$ cat src/design/sacmw_pkg.sv
package sacmw_pkg;

	// widths
	localparam int RES_W   = 10;
	localparam int ADDR_W  = 4;
	localparam int DATA_W  = 8;
	localparam int CODE_W  = 4;

	// register offsets
	localparam logic [3:0] OFS_CTRL     = 4'h0;
	localparam logic [3:0] OFS_CHSEL    = 4'h1;
	localparam logic [3:0] OFS_PAIRCFG  = 4'h2;
	localparam logic [3:0] OFS_STATUS   = 4'h3;
	localparam logic [3:0] OFS_MASK     = 4'h4;
	localparam logic [3:0] OFS_RES_HI   = 4'h5;
	localparam logic [3:0] OFS_RES_LO   = 4'h6;
	localparam logic [3:0] OFS_GT_LO    = 4'h7;
	localparam logic [3:0] OFS_GT_HI    = 4'h8;
	localparam logic [3:0] OFS_LT_LO    = 4'h9;
	localparam logic [3:0] OFS_LT_HI    = 4'ha;
	localparam logic [3:0] OFS_STATE    = 4'hb;

	// control fields
	localparam int CTRL_ENABLE = 0;
	localparam int CTRL_START  = 1;
	localparam int CTRL_TSEL   = 2;
	localparam int CTRL_BGND   = 4;

	// trigger selections
	localparam logic [1:0] TSEL_SOFT  = 2'h0;
	localparam logic [1:0] TSEL_TIMER = 2'h1;
	localparam logic [1:0] TSEL_EXT   = 2'h2;

	// status and mask fields
	localparam int ST_DONE = 0;
	localparam int ST_WIN  = 1;
	localparam int EVT_W   = 2;

	// reset values
	localparam logic [7:0]       CTRL_RST  = 8'h00;
	localparam logic [3:0]       CHSEL_RST = 4'h0;
	localparam logic [3:0]       PAIR_RST  = 4'h0;
	localparam logic [RES_W-1:0] GT_RST    = 10'h3ff;
	localparam logic [RES_W-1:0] LT_RST    = 10'h000;

	// multiplexer codes
	localparam logic [3:0] CODE_TEMP = 4'h8;

	// timing
	localparam int CLK_PERIOD_NS  = 10;
	localparam int CONV_PERIOD_NS = 5000;
	localparam int CONV_MAX_CYC   = CONV_PERIOD_NS / CLK_PERIOD_NS;
	localparam int STEPS          = RES_W + 2;
	localparam int STEP_CYC       = CONV_MAX_CYC / STEPS;

	typedef enum {ST_IDLE, ST_TRACK, ST_CONVERT} sacmw_state_t;

endpackage : sacmw_pkg

$ cat src/design/sacmw_top.sv
`timescale 1ns/1ps
`default_nettype none
module sacmw_top
	import sacmw_pkg::*;
(
	input  wire logic              clock_in,
	input  wire logic              rst_in,
	input  wire logic [ADDR_W-1:0] addr_in,
	input  wire logic [DATA_W-1:0] wr_data_in,
	input  wire logic              wr_en_in,
	input  wire logic              rd_en_in,
	output logic      [DATA_W-1:0] rd_data_out,
	input  wire logic              timer_ovf_in,
	input  wire logic              ext_start_in,
	input  wire logic              comp_in,
	output logic      [RES_W-1:0]  dac_code_out,
	output logic                   sample_out,
	output logic                   busy_out,
	output logic      [3:0]        mux_pos_out,
	output logic      [2:0]        mux_neg_out,
	output logic                   mux_diff_out,
	output logic                   irq_out
);

	// register file state
	logic [7:0]       ctrl_reg, ctrl_next;
	logic [3:0]       chsel_reg, chsel_next;
	logic [3:0]       pair_reg, pair_next;
	logic [EVT_W-1:0] status_reg, status_next;
	logic [EVT_W-1:0] mask_reg, mask_next;
	logic [RES_W-1:0] gt_reg, gt_next;
	logic [RES_W-1:0] lt_reg, lt_next;
	logic [RES_W-1:0] result_reg, result_next;
	logic [DATA_W-1:0] rd_data_reg, rd_data_next;
	logic             irq_reg, irq_next;

	// sequencer state
	sacmw_state_t     state_reg, state_next;
	logic [RES_W-1:0] code_reg, code_next;
	logic [3:0]       bit_reg, bit_next;
	logic [7:0]       step_reg, step_next;
	logic [3:0]       pos_reg, pos_next;
	logic [2:0]       neg_reg, neg_next;
	logic             diff_reg, diff_next;

	// pin synchronisers
	logic [1:0] ext_sync_reg;
	logic       ext_prev_reg;
	logic [1:0] comp_sync_reg;

	logic             wr_ctrl;
	logic             soft_start;
	logic             trig_any;
	logic             step_en;
	logic             done_pulse;
	logic [RES_W-1:0] final_code;
	logic             win_hit;
	logic             enable;
	logic             enable_now;
	logic             bgnd;
	logic             busy_reg;
	logic             sample_reg;

	// decode of a register address hit on a strobe
	function automatic logic hit(input logic [ADDR_W-1:0] a, input logic [3:0] ofs,
		input logic en);
		hit = en && (a == ofs);
	endfunction : hit

	assign enable     = ctrl_reg[CTRL_ENABLE];
	assign bgnd       = ctrl_reg[CTRL_BGND];
	assign wr_ctrl    = hit(addr_in, OFS_CTRL, wr_en_in);
	assign soft_start = wr_ctrl && wr_data_in[CTRL_START];
	// enable as written this cycle, so one write can enable and start
	assign enable_now = wr_ctrl ? wr_data_in[CTRL_ENABLE] : enable;

	// two flops on the ext_start_in and comp_in pins before use
	always_ff @(posedge clock_in)
	begin
		if (rst_in)
		begin
			ext_sync_reg  <= 2'h0;
			ext_prev_reg  <= 1'b0;
			comp_sync_reg <= 2'h0;
		end
		else
		begin
			ext_sync_reg  <= {ext_sync_reg[0], ext_start_in};
			ext_prev_reg  <= ext_sync_reg[1];
			comp_sync_reg <= {comp_sync_reg[0], comp_in};
		end
	end

	always_comb
	begin
		case (ctrl_reg[CTRL_TSEL +: 2])
			TSEL_SOFT:  trig_any = soft_start;
			TSEL_TIMER: trig_any = timer_ovf_in;
			TSEL_EXT:   trig_any = ext_sync_reg[1] && !ext_prev_reg;
			default:    trig_any = 1'b0;
		endcase
	end

	// step divider enable
	assign step_en    = (step_reg == 8'(STEP_CYC - 1));
	assign done_pulse = (state_reg == ST_CONVERT) && step_en && (bit_reg == 4'h0);
	assign final_code = comp_sync_reg[1] ? code_reg : (code_reg & ~(RES_W'(1) << bit_reg));

	// window comparator on the value being latched
	sacmw_window u_window
	(
		.value_in    (final_code),
		.gt_limit_in (gt_reg),
		.lt_limit_in (lt_reg),
		.hit_out     (win_hit)
	);

	// sequencer next state
	always_comb
	begin
		state_next = state_reg;
		code_next  = code_reg;
		bit_next   = bit_reg;
		step_next  = step_en ? 8'h00 : step_reg + 8'h01;
		case (state_reg)
			ST_IDLE:
			begin
				step_next = 8'h00;
				if (enable_now && (trig_any || bgnd))
					state_next = ST_TRACK;
			end
			ST_TRACK:
			begin
				if (step_en)
				begin
					state_next = ST_CONVERT;
					bit_next   = 4'(RES_W - 1);
					code_next  = RES_W'(1) << (RES_W - 1);
				end
			end
			ST_CONVERT:
			begin
				if (step_en)
				begin
					code_next = final_code;
					if (bit_reg == 4'h0)
						state_next = bgnd ? ST_TRACK : ST_IDLE;
					else
					begin
						bit_next  = bit_reg - 4'h1;
						code_next = final_code | (RES_W'(1) << (bit_reg - 4'h1));
					end
				end
			end
			default: state_next = ST_IDLE;
		endcase
		if (!enable_now)
		begin
			state_next = ST_IDLE;
			step_next  = 8'h00;
		end
	end

	// channel routing from code and pair flags
	always_comb
	begin
		pos_next  = chsel_reg;
		neg_next  = 3'h0;
		diff_next = 1'b0;
		if (chsel_reg >= CODE_TEMP)
			pos_next = CODE_TEMP;
		// paired codes swap sign inside a pair
		else if (pair_reg[chsel_reg[2:1]])
		begin
			diff_next = 1'b1;
			neg_next  = {chsel_reg[2:1], ~chsel_reg[0]};
		end
	end

	always_ff @(posedge clock_in)
	begin
		if (rst_in)
		begin
			state_reg <= ST_IDLE;
			code_reg  <= '0;
			bit_reg   <= 4'h0;
			step_reg  <= 8'h00;
			pos_reg   <= 4'h0;
			neg_reg   <= 3'h0;
			diff_reg  <= 1'b0;
			busy_reg   <= 1'b0;
			sample_reg <= 1'b0;
		end
		else
		begin
			busy_reg   <= (state_next != ST_IDLE);
			sample_reg <= (state_next == ST_TRACK);
			state_reg <= state_next;
			code_reg  <= code_next;
			bit_reg   <= bit_next;
			step_reg  <= step_next;
			pos_reg   <= pos_next;
			neg_reg   <= neg_next;
			diff_reg  <= diff_next;
		end
	end

	// register writes, sticky events and read mux
	always_comb
	begin
		ctrl_next   = ctrl_reg;
		chsel_next  = chsel_reg;
		pair_next   = pair_reg;
		mask_next   = mask_reg;
		gt_next     = gt_reg;
		lt_next     = lt_reg;
		result_next = result_reg;
		status_next = status_reg;
		if (wr_ctrl)
			ctrl_next = wr_data_in & ~(8'h01 << CTRL_START);
		if (hit(addr_in, OFS_CHSEL, wr_en_in))
			chsel_next = wr_data_in[CODE_W-1:0];
		if (hit(addr_in, OFS_PAIRCFG, wr_en_in))
			pair_next = wr_data_in[3:0];
		if (hit(addr_in, OFS_MASK, wr_en_in))
			mask_next = wr_data_in[EVT_W-1:0];
		if (hit(addr_in, OFS_GT_LO, wr_en_in))
			gt_next[7:0] = wr_data_in;
		if (hit(addr_in, OFS_GT_HI, wr_en_in))
			gt_next[RES_W-1:8] = wr_data_in[RES_W-9:0];
		if (hit(addr_in, OFS_LT_LO, wr_en_in))
			lt_next[7:0] = wr_data_in;
		if (hit(addr_in, OFS_LT_HI, wr_en_in))
			lt_next[RES_W-1:8] = wr_data_in[RES_W-9:0];
		if (hit(addr_in, OFS_STATUS, wr_en_in))
			status_next = status_reg & ~wr_data_in[EVT_W-1:0];
		// latch result; sets win over clears
		if (done_pulse)
		begin
			result_next = final_code;
			// done flag, held back in background
			if (!bgnd)
				status_next[ST_DONE] = 1'b1;
			if (win_hit)
				status_next[ST_WIN] = 1'b1;
		end
		irq_next = |(status_next & mask_next);
		rd_data_next = 8'h00;
		if (rd_en_in)
		begin
			case (addr_in)
				OFS_CTRL:    rd_data_next = ctrl_reg;
				OFS_CHSEL:   rd_data_next = {4'h0, chsel_reg};
				OFS_PAIRCFG: rd_data_next = {4'h0, pair_reg};
				OFS_STATUS:  rd_data_next = 8'(status_reg);
				OFS_MASK:    rd_data_next = 8'(mask_reg);
				OFS_RES_HI:  rd_data_next = 8'(result_reg[RES_W-1:8]);
				OFS_RES_LO:  rd_data_next = result_reg[7:0];
				OFS_GT_LO:   rd_data_next = gt_reg[7:0];
				OFS_GT_HI:   rd_data_next = 8'(gt_reg[RES_W-1:8]);
				OFS_LT_LO:   rd_data_next = lt_reg[7:0];
				OFS_LT_HI:   rd_data_next = 8'(lt_reg[RES_W-1:8]);
				OFS_STATE:   rd_data_next = {7'h00, state_reg != ST_IDLE};
				default:     rd_data_next = 8'h00;
			endcase
		end
	end

	always_ff @(posedge clock_in)
	begin
		if (rst_in)
		begin
			ctrl_reg    <= CTRL_RST;
			chsel_reg   <= CHSEL_RST;
			pair_reg    <= PAIR_RST;
			mask_reg    <= '0;
			status_reg  <= '0;
			gt_reg      <= GT_RST;
			lt_reg      <= LT_RST;
			result_reg  <= '0;
			rd_data_reg <= 8'h00;
			irq_reg     <= 1'b0;
		end
		else
		begin
			ctrl_reg    <= ctrl_next;
			chsel_reg   <= chsel_next;
			pair_reg    <= pair_next;
			mask_reg    <= mask_next;
			status_reg  <= status_next;
			gt_reg      <= gt_next;
			lt_reg      <= lt_next;
			result_reg  <= result_next;
			rd_data_reg <= rd_data_next;
			irq_reg     <= irq_next;
		end
	end

	// outputs straight from flops
	assign rd_data_out  = rd_data_reg;
	assign irq_out      = irq_reg;
	assign dac_code_out = code_reg;
	assign sample_out   = sample_reg;
	assign busy_out     = busy_reg;
	assign mux_pos_out  = pos_reg;
	assign mux_neg_out  = neg_reg;
	assign mux_diff_out = diff_reg;

	// cycles spent in one conversion
	logic [9:0] conv_cnt_reg;
	always_ff @(posedge clock_in)
	begin
		if (rst_in || state_reg == ST_IDLE || done_pulse)
			conv_cnt_reg <= 10'h000;
		else
			conv_cnt_reg <= conv_cnt_reg + 10'h001;
	end
endmodule : sacmw_top
`default_nettype wire

$ cat src/design/sacmw_window.sv
`timescale 1ns/1ps
`default_nettype none
module sacmw_window
	import sacmw_pkg::*;
(
	input  wire logic [RES_W-1:0] value_in,
	input  wire logic [RES_W-1:0] gt_limit_in,
	input  wire logic [RES_W-1:0] lt_limit_in,
	output logic                  hit_out
);

	// limits in order give an inside window, reversed give an outside one
	always_comb
	begin
		if (gt_limit_in < lt_limit_in)
			hit_out = (value_in > gt_limit_in) && (value_in < lt_limit_in);
		else
			hit_out = (value_in > gt_limit_in) || (value_in < lt_limit_in);
	end

endmodule : sacmw_window
`default_nettype wire

$ cat config.mk
export PLATFORM = sky130hd
export DESIGN_NAME = sacmw_top
export DESIGN_NICKNAME = d
export VERILOG_FILES = /design/src/design/sacmw_pkg.sv /design/src/design/sacmw_top.sv /design/src/design/sacmw_window.sv
export SDC_FILE = /design/constraint.sdc
export NUM_CORES = 1
export LEC_CHECK = 0
export CORE_MARGIN = 3
export CORE_UTILIZATION = 57
export CTS_CLUSTER_SIZE = 30
export DETAILED_ROUTE_END_ITERATION = 10
export DONT_BUFFER_PORTS = 1
export PLACE_DENSITY = 0.75
export SLEW_MARGIN = 20
export SYNTH_ARGS = -nofsm -noshare
export SYNTH_HDL_FRONTEND = slang
export SYNTH_SLANG_ARGS = --single-unit
export TNS_END_PERCENT = 1
$ cat constraint.sdc
create_clock -name clock_in -period 2.6 [get_ports clock_in]
set_input_delay 0.13 -clock clock_in [delete_from_list [all_inputs] [get_ports clock_in]]
set_output_delay 0.13 -clock clock_in [all_outputs]
set_load 0.01 [all_outputs]
* Word level (Yosys, flattened, before mapping)
Cells that the tools add are included.
Storage, ports and cells: input bits 19, output and inout port bits 29, word-level logic and storage cells 126, register bits 127
Cells by class: muxes and demuxes 29, shifts and indexed selects 2, magnitude comparators 5, reductions and logical operators 32, equal/unequal tests 21, bitwise operators 10, $add $sub $neg 2
Operators by type and width (count):
- 32-bit 2-to-1 mux | 5
- 32-bit case mux with 3 select lines | 1
- 8-bit case mux with 12 select lines | 1
- 32-bit by 2-bit equality test with 1-bit output (second input constant) | 2
- 32-bit nonzero test | 2
- 10-bit 2-to-1 mux | 4
- 32-bit by 1-bit equality test with 1-bit output (second input constant) | 1
- 32-bit by 3-bit equality test with 1-bit output (second input constant) | 1
- 32-bit logical NOT | 1
- 10-bit < comparator | 2
- 10-bit case mux with 2 select lines | 1
- 1-bit by 4-bit left shift with 10-bit output (first input constant) | 2
- 4-bit by 3-bit equality test with 1-bit output (second input constant) | 4
- 4-bit equality test (second input constant) | 4
- 4-bit 2-to-1 mux | 4
- 1-bit logical AND | 15
- 10-bit bitwise AND | 1
- 10-bit greater-than comparator | 1
- 10-bit NOT | 1
- 10-bit bitwise OR | 1
- 8-bit by 1-bit adder with 8-bit output (second input constant) | 1
- 4-bit by 2-bit equality test with 1-bit output (second input constant) | 2
- 8-bit by 6-bit equality test with 1-bit output (second input constant) | 1
- 4-bit logical NOT | 2
- 24 further kinds | 41

* Depth between registers and ports, before layout
Gate-level depths: netlist (run 1).
word-level depth 11, gate-level depth with buffers 11, depth with buffers taken out 11

* Cells and area by module
Synthesis (run 1) repeated with hierarchy kept, for this count alone.
Second synthesis, totals: cell total of the unflattened synthesis 614, area, all modules 5773.0 sq um
Modules (own cells, without submodules):
- sacmw_top | cells an instance 529, instances 1, area each 5101.1 sq um
- sacmw_window | cells an instance 85, instances 1, area each 671.9 sq um

* Worst setup path after synthesis (run 1)
OpenSTA, ideal clock, no wires.
path kind register to register, from register bit_reg[2], to register status_reg[1], path buffers 1, clock period less this slack 2494 ps, slack 106 ps, cell stages (with the launch flop) 10, setup time 87 ps, data arrival time 2407 ps, path through dfxtp_1 -> buf_2 -> nor3b_1 -> a21boi_0 -> ha_1 -> or4_1 -> a21oi_1 -> a32oi_1 -> maj3_1 -> o31ai_1
Between the ends: longest elaborated chain between the ends 9, elaborated cells on any way between the ends 13, those cells by class order compare: 2; shift: 1; mux: 4; bitwise: 2; reduce/logical: 4
RTL lines:
- from (decl) | line sacmw_top.sv:40 | logic [3:0] bit_reg, bit_next;
- from (signal assigned) | line sacmw_top.sv:200 | bit_reg <= bit_next;
- 1-bit by 4-bit left shift with 10-bit output (*) | line sacmw_top.sv:107 | assign final_code = comp_sync_reg[1] ? code_reg : (code_reg & ~(RES_W'(1) << bit_reg));
- 10-bit NOT (*) | line sacmw_top.sv:107
- 10-bit bitwise AND (*) | line sacmw_top.sv:107
- 10-bit 2-to-1 mux (*) | line sacmw_top.sv:107
- net final_code[6] | line sacmw_top.sv:56 | logic [RES_W-1:0] final_code;
- 10-bit greater-than comparator or 10-bit < comparator (tied branches) | line sacmw_window.sv:16, sacmw_window.sv:18
- 1-bit logical OR or 1-bit logical AND (tied branches) | line sacmw_window.sv:18, sacmw_window.sv:16
- 1-bit 2-to-1 mux (*) | line sacmw_window.sv:15 | if (gt_limit_in < lt_limit_in)
- 1-bit 2-to-1 mux (*) | line sacmw_top.sv:244 | if (win_hit)
- 2-bit 2-to-1 mux (*) | line sacmw_top.sv:238 | if (done_pulse)
- to (signal assigned) | line sacmw_top.sv:290 | status_reg <= status_next;
- to (decl) | line sacmw_top.sv:29 | logic [EVT_W-1:0] status_reg, status_next;
The timed path passes the listed nets; every way through them passes the cells marked *. A chain may end at the register's enable or synchronous reset.

* Worst setup path in the final report (run 1)
from register bit_reg[3], to register status_reg[1]
The elaborated chain is that of the path after synthesis.

==> flow_metrics.tcl, run 1 <==
set metrics [dict create \
    die_width_um 106 \
    dieArea_mm2 0.0113 \
    io_buffers 0 \
    worstSkewPairLatency_ps 530 \
    drive_gt1_share_pct 16.2 \
    grt_first_pass_wirelength_um 25900 \
    synth_edf_count 0 \
    criticalPathCategory "reg -> reg" \
    holdCritPathClass "in -> reg" \
    cp_data_required_time_ps 3050 \
    fin_setup_tns_ps 0 \
    gp_congestion 0.947 \
    setup-violations-final 0 \
    worstPathArrival_ps 2930 \
    clockBufferDepth 2 \
    p_switching_mw 1.08 \
    first_pass_iters 6 \
    hold_viol_final 0 \
    cts.root.buffer_cell "clkbuf_8" \
    path_clk_slew_ps 60 \
    ys.flop_type "dfxtp_1" \
    power.density_mw_per_mm2 647 \
    final.period_utilization_pct 95.3 \
    layout_common_cells "dfxtp_1, nor2_1, nand2_1, a21oi_1, nand3_1" \
    drc 0 \
    rows 35 \
    largest_reg_flops 32 \
    vias 5039 \
    seq_area_frac_synth_pct 44.3 \
    detail-route-antenna-nets 0 \
    cts.sinks 127 \
    worst_pin_slew_ps 652 \
    vdd_drop_max_mv 0.602 \
    p_leak_nw 2.89 \
    clock.fmax_ghz 0.404 \
    switching_share_pct 23.4 \
    relSlewSlack_pct 56.5 \
    final.setup.worst_slack_ps 123 \
    die_h_um 106 \
    layout.nets 760 \
    netlist_area_mm2 0.00574 \
    grt_max_degree 72 \
    cts_made_buffers 17 \
    clock_skew_ps 11.2 \
    antenna_cells 0 \
    finalPower_mw 4.63 \
    hold_slack_ps 18.8 \
    dp_slack_ps -227 \
    p_clk_share_pct 52.9 \
    yosysUniqueCellTypes 64 \
    wirelength_um 16100 \
    cts_tree "built" \
    via_per_inst 5.95 \
    antenna_found_initial 0 \
    startpoint_type "flip-flop" \
    htree_levels 4 \
    status "finished, final reports clean" \
    async_reset_ff_share_pct 0 \
    synthCells 626 \
    ioPinCount 48 \
    wire_per_inst_um 19.1 \
    maxSlewViolCount 0 \
    core_area_mm2 0.00950 \
    endpoint_kind "flip-flop" \
    syn_area_per_cell_um2 9.17 \
    drt_iter0_markers 440 \
    grt_usage_pct 29.6 \
    area_growth_pct 24.9 \
    ys_seq_elements 127 \
    comb_power_share_pct 3.8 \
    cap_viol_max_count 0 \
    final_common_cell "dfxtp_1" \
    initial_core_util_pct 60.4 \
    synth_warnings 0 \
    grt_pass1_vias 5085 \
    fin_crit_ps 2480 \
    p_seq_share_pct 43.3 \
    crit_fanout 4 \
    p_int_mw 3.55 \
    dp_hpwl_um 10600 \
    grt_overflow_total 0 \
]
[cell usage after synthesis, drive strengths merged (7+ instances only)]
cell | number | share of area, %
dfxtp | 127 | 44
nor2 | 62 | 4.1
nand2 | 52 | 3.4
a21oi | 46 | 4.0
nand3 | 39 | 3.4
ha | 36 | 7.8
inv | 33 | 2.2
a22oi | 18 | 3.1
clkbuf | 18 | 1.2
mux2i | 17 | 3.0
buf | 14 | 1.3
nand2b | 12 | 1.3
nor2b | 11 | 1.2
o21ai | 11 | 0.96
a21o | 10 | 1.3
a221oi | 10 | 1.7
nor4 | 10 | 1.5
a21boi | 8 | 1.0
nor3 | 8 | 0.87
a211o | 7 | 1.1
xor2 | 7 | 1.1
[routing by layer]
| metal | vias up | GRT usage (%) | share of wire, % |
|---|---|---|---|
| met5 | - | 0 | 0 |
| met4 | 0 | 15.1 | 4.3 |
| met3 | 62 | 7.35 | 7.2 |
| met2 | 241 | 50.7 | 50 |
| met1 | 2372 | 34.2 | 38 |
| li1 | 2364 | - | - |
[worst max-delay path, cell delays in order (launching register included)]
cell      delay (ps)
dfxtp_2          350
nor3b_4          210
buf_6            130
buf_4            110
a21boi_4          70
ha_2             180
or4_1            540
a21oi_2          120
a32oi_1          110
maj3_2           360
o31ai_2          210
[metrics by stage]
stage               cell area, um^2  utilization [%]  cells
global route                   7170             75.4    847
finish                         7170             75.4    847
floorplan                      5850                -    655
global placement               6080             64.0    781
CTS                            7020             73.9    842
detailed placement             6080             64.0    781
[power groups by stage]
stage | Combinational [mW] | Clock (mW) | Sequential (mW)
detailed placement | 0.0947 | 0 | 2.05
floorplan | 0.111 | 0 | 2.04
finish | 0.175 | 2.45 | 2.01
global placement | 0.0927 | 0 | 2.05
CTS | 0.162 | 2.47 | 2.01
global route | 0.190 | 2.57 | 2.01
[cell type report]
cell class              count  area (um^2)
fillers                   708         2340
inverters                  33          128
clock buffers              18          418
multi-input cells         463         3150
flip-flops and latches    127         2550
clock inverters            14          193
repair buffers             63          567
well taps                 129          161
[kinds of logic (layout without fill, tap and decap cells)]
family	count (synthesis)	in the layout	synth area share (%)
and+or+nand+nor	230	230	20.8
AOI/OAI and AO/OA	137	137	17.0
DFF	127	127	44.3
buffers and inverters	65	128	4.64
adders and majority gates	37	37	8.02
muxes	21	21	3.95
xor gates and xnor gates	8	8	1.22
other	1	30	0.0654
[final timing paths]
check	start	endpoint	slack (ps)	cells past startpoint
hold reg to reg	result_reg[0]$_SDFFE_PP0P_	result_reg[0]$_SDFFE_PP0P_	450	2
setup reg to reg	bit_reg[3]$_SDFFE_PP0P_	status_reg[1]$_SDFF_PP0_	120	10
setup / recovery	bit_reg[3]$_SDFFE_PP0P_	status_reg[1]$_SDFF_PP0_	120	10
hold / removal	addr_in[0]	status_reg[0]$_SDFF_PP0_	20	4
[timing repair]
item                                   in CTS  in global routing
buffers inserted                            0                  5
endpoints found under the hold margin      87                  0
hold buffers                               29                  0
pin swaps                                   0                  4
resized for setup                           8                 32
setup endpoints to repair                   2                  2
Note: power is estimated with default switching activity, not from simulation.
==> run 2, diff against run 1 <==
==> constraint.sdc (replaced) <==
create_clock -name clock_in -period 2.6 [get_ports clock_in]
set_input_delay 0.26 -clock clock_in [delete_from_list [all_inputs] [get_ports clock_in]]
set_output_delay 0.26 -clock clock_in [all_outputs]
set_load 0.01 [all_outputs]
==> run 2 against run 1 <==
Sequential cell count did not move. Design area fell by 3.1%. First-iteration DRC count rose by 7.0%. Largest power group unchanged.
==> flow_metrics.tcl, run 2 (synthesis results as in run 1) <==
set metrics [dict create \
    detail-route-antenna-nets 0 \
    worstHoldEndpoint "status_reg[1]$_SDFF_PP0_" \
    grt_usage_pct 27.7 \
    cp_slowest_cell "or4_1" \
    grt_overflow_total 0 \
    dieArea_mm2 0.0113 \
    p_clk_share_pct 54.0 \
    drc 0 \
    dp_hpwl_um 10200 \
    comb_power_share_pct 3.3 \
    p_switching_mw 1.05 \
    power.density_mw_per_mm2 677 \
    core_area_mm2 0.00950 \
    vdd_drop_max_mv 0.607 \
    final_common_cell "dfxtp_1" \
    utilization_pct 73.1 \
    wire_per_inst_um 18.2 \
    max_stage_delay_ps 470 \
    setup-violations-final 0 \
    holdCritPathClass "in -> reg" \
    cts_setup_buffers 0 \
    clock.fmax_ghz 0.403 \
    r2r_end "status_reg[1]$_SDFF_PP0_" \
    cp_data_required_time_ps 3040 \
    die_h_um 106 \
    relSlewSlack_pct 35.0 \
    path_buf_inv 2 \
    worstPathArrival_ps 2920 \
    cap_viol_max_count 0 \
    area_growth_pct 21.0 \
    clockBufferDepth 2 \
    criticalPathCategory "reg -> reg" \
    initial_core_util_pct 60.4 \
    worst_pin_slew_ps 972 \
    rows 35 \
    hold_viol_final 0 \
    maxSlewViolCount 0 \
    drt_iter0_markers 471 \
    via_per_inst 5.90 \
    fin_area_mm2 0.00695 \
    io_buffers 0 \
    fin_setup_tns_ps 0 \
    first_pass_iters 6 \
    cts_tree "built" \
    cts.root.buffer_cell "clkbuf_8" \
    final.period_utilization_pct 95.3 \
    grt_max_degree 72 \
    vias 4911 \
    path_clk_slew_ps 60 \
    cp_top_family "adder cells" \
    largest_reg_flops 32 \
    finalPower_mw 4.71 \
    worst_r2r_path_depth 10 \
    fin_crit_ps 2480 \
    clock_skew_ps 7.40 \
    antenna_cells 0 \
    gp_congestion 0.962 \
    worstSkewPairLatency_ps 530 \
    layout_common_cells "dfxtp_1, nor2_1, nand2_1, a21oi_1, nand3_1" \
    worstPathCellList "buf_4 > ha_2 > a21boi_0 > buf_4 > ha_1 > or4_1 > a21oi_1 > a32oi_1 > maj3_2 > o31ai_1" \
    antenna_found_initial 0 \
    wirelength_um 15200 \
    grt_first_pass_wirelength_um 24600 \
    cpMostUsedCell "buf_4" \
    status "finished, final reports clean" \
    place_area_mm2 0.00608 \
    drive_gt1_share_pct 13.2 \
    grt_pass1_vias 4849 \
    ioPinCount 48 \
    worstHoldStart "wr_data_in[1]" \
    cts.sinks 127 \
    r2r-start "bit_reg[0]$_SDFFE_PP0P_" \
    htree_levels 4 \
    p_leak_nw 2.82 \
    die_width_um 106 \
    p_seq_share_pct 42.7 \
    cts_made_buffers 17 \
    endpoint_kind "flip-flop" \
    p_int_mw 3.66 \
    crit_fanout 4 \
    startpoint_type "flip-flop" \
    grt_setup_unrepaired "false" \
    switching_share_pct 22.3 \
    hold_path_depth 3 \
    rrSetupSlack_ps 120 \
    layout.nets 745 \
]
## run 2: how the worst max path moves through the flow
stage,from,to,slack [ps],depth (start not counted)
after floorplan,bit_reg[2]$_SDFFE_PP0P_,status_reg[1]$_SDFF_PP0_,110,9
after global placement,bit_reg[0]$_SDFFE_PP0P_,status_reg[1]$_SDFF_PP0_,2,10
after detailed placement,bit_reg[0]$_SDFFE_PP0P_,status_reg[1]$_SDFF_PP0_,-90,10
after CTS,bit_reg[2]$_SDFFE_PP0P_,status_reg[1]$_SDFF_PP0_,20,10
after global routing,bit_reg[2]$_SDFFE_PP0P_,status_reg[1]$_SDFF_PP0_,0.4,10
final,bit_reg[0]$_SDFFE_PP0P_,status_reg[1]$_SDFF_PP0_,120,10
## run 2: repair_timing
action | 4_1_cts | 5_1_grt
hold buffers | 20 | 0
gates resized for setup | 6 | 5
hold endpoints to repair | 78 | 0
endpoints found under the setup margin | 2 | 2
## run 2: area by class of cell
type                       instances  area (um^2)
multi-input combinational        463         3060
fill                             690         2560
sequential                       127         2540
clock buffer                      19          432
timing repair buffer              48          428
clock inverter                    13          200
tap                              129          161
inverter                          33          124
## run 2: tightest hold or removal path, cell delays in order
cell and delay [ps]:
a41oi_1 110, nand2b_1 70, o31ai_1 60
## run 2: through the flow
| step | hold slack, ps | setup slack [ps] | instances |
|---|---|---|---|
| final | 15.6 | 122 | 832 |
| after global routing | 22.7 | 0.364 | 832 |
| after CTS | 2.71 | 20.3 | 832 |
| after detailed placement | 337 | -88.7 | 780 |
| after global placement | 339 | 2.20 | 780 |
| after floorplan | 378 | 106 | 655 |
## run 2: power by group through the flow
stage               Combinational (mW)  Clock [mW]  Sequential [mW]
CTS                              0.152        2.56             2.01
detailed placement              0.0972           0             2.05
global route                     0.172        2.65             2.01
global placement                0.0948           0             2.05
finish                           0.157        2.54             2.01
floorplan                        0.111           0             2.04
## run 2: layer usage
| metal | vias to the layer above | track usage, % | wire length [um] |
|---|---|---|---|
| met5 | - | 0 | 0 |
| met4 | 0 | 11.5 | 463 |
| met3 | 40 | 6.31 | 1010 |
| met2 | 163 | 46.8 | 7540 |
| met1 | 2377 | 34.0 | 6170 |
| li1 | 2331 | - | - |
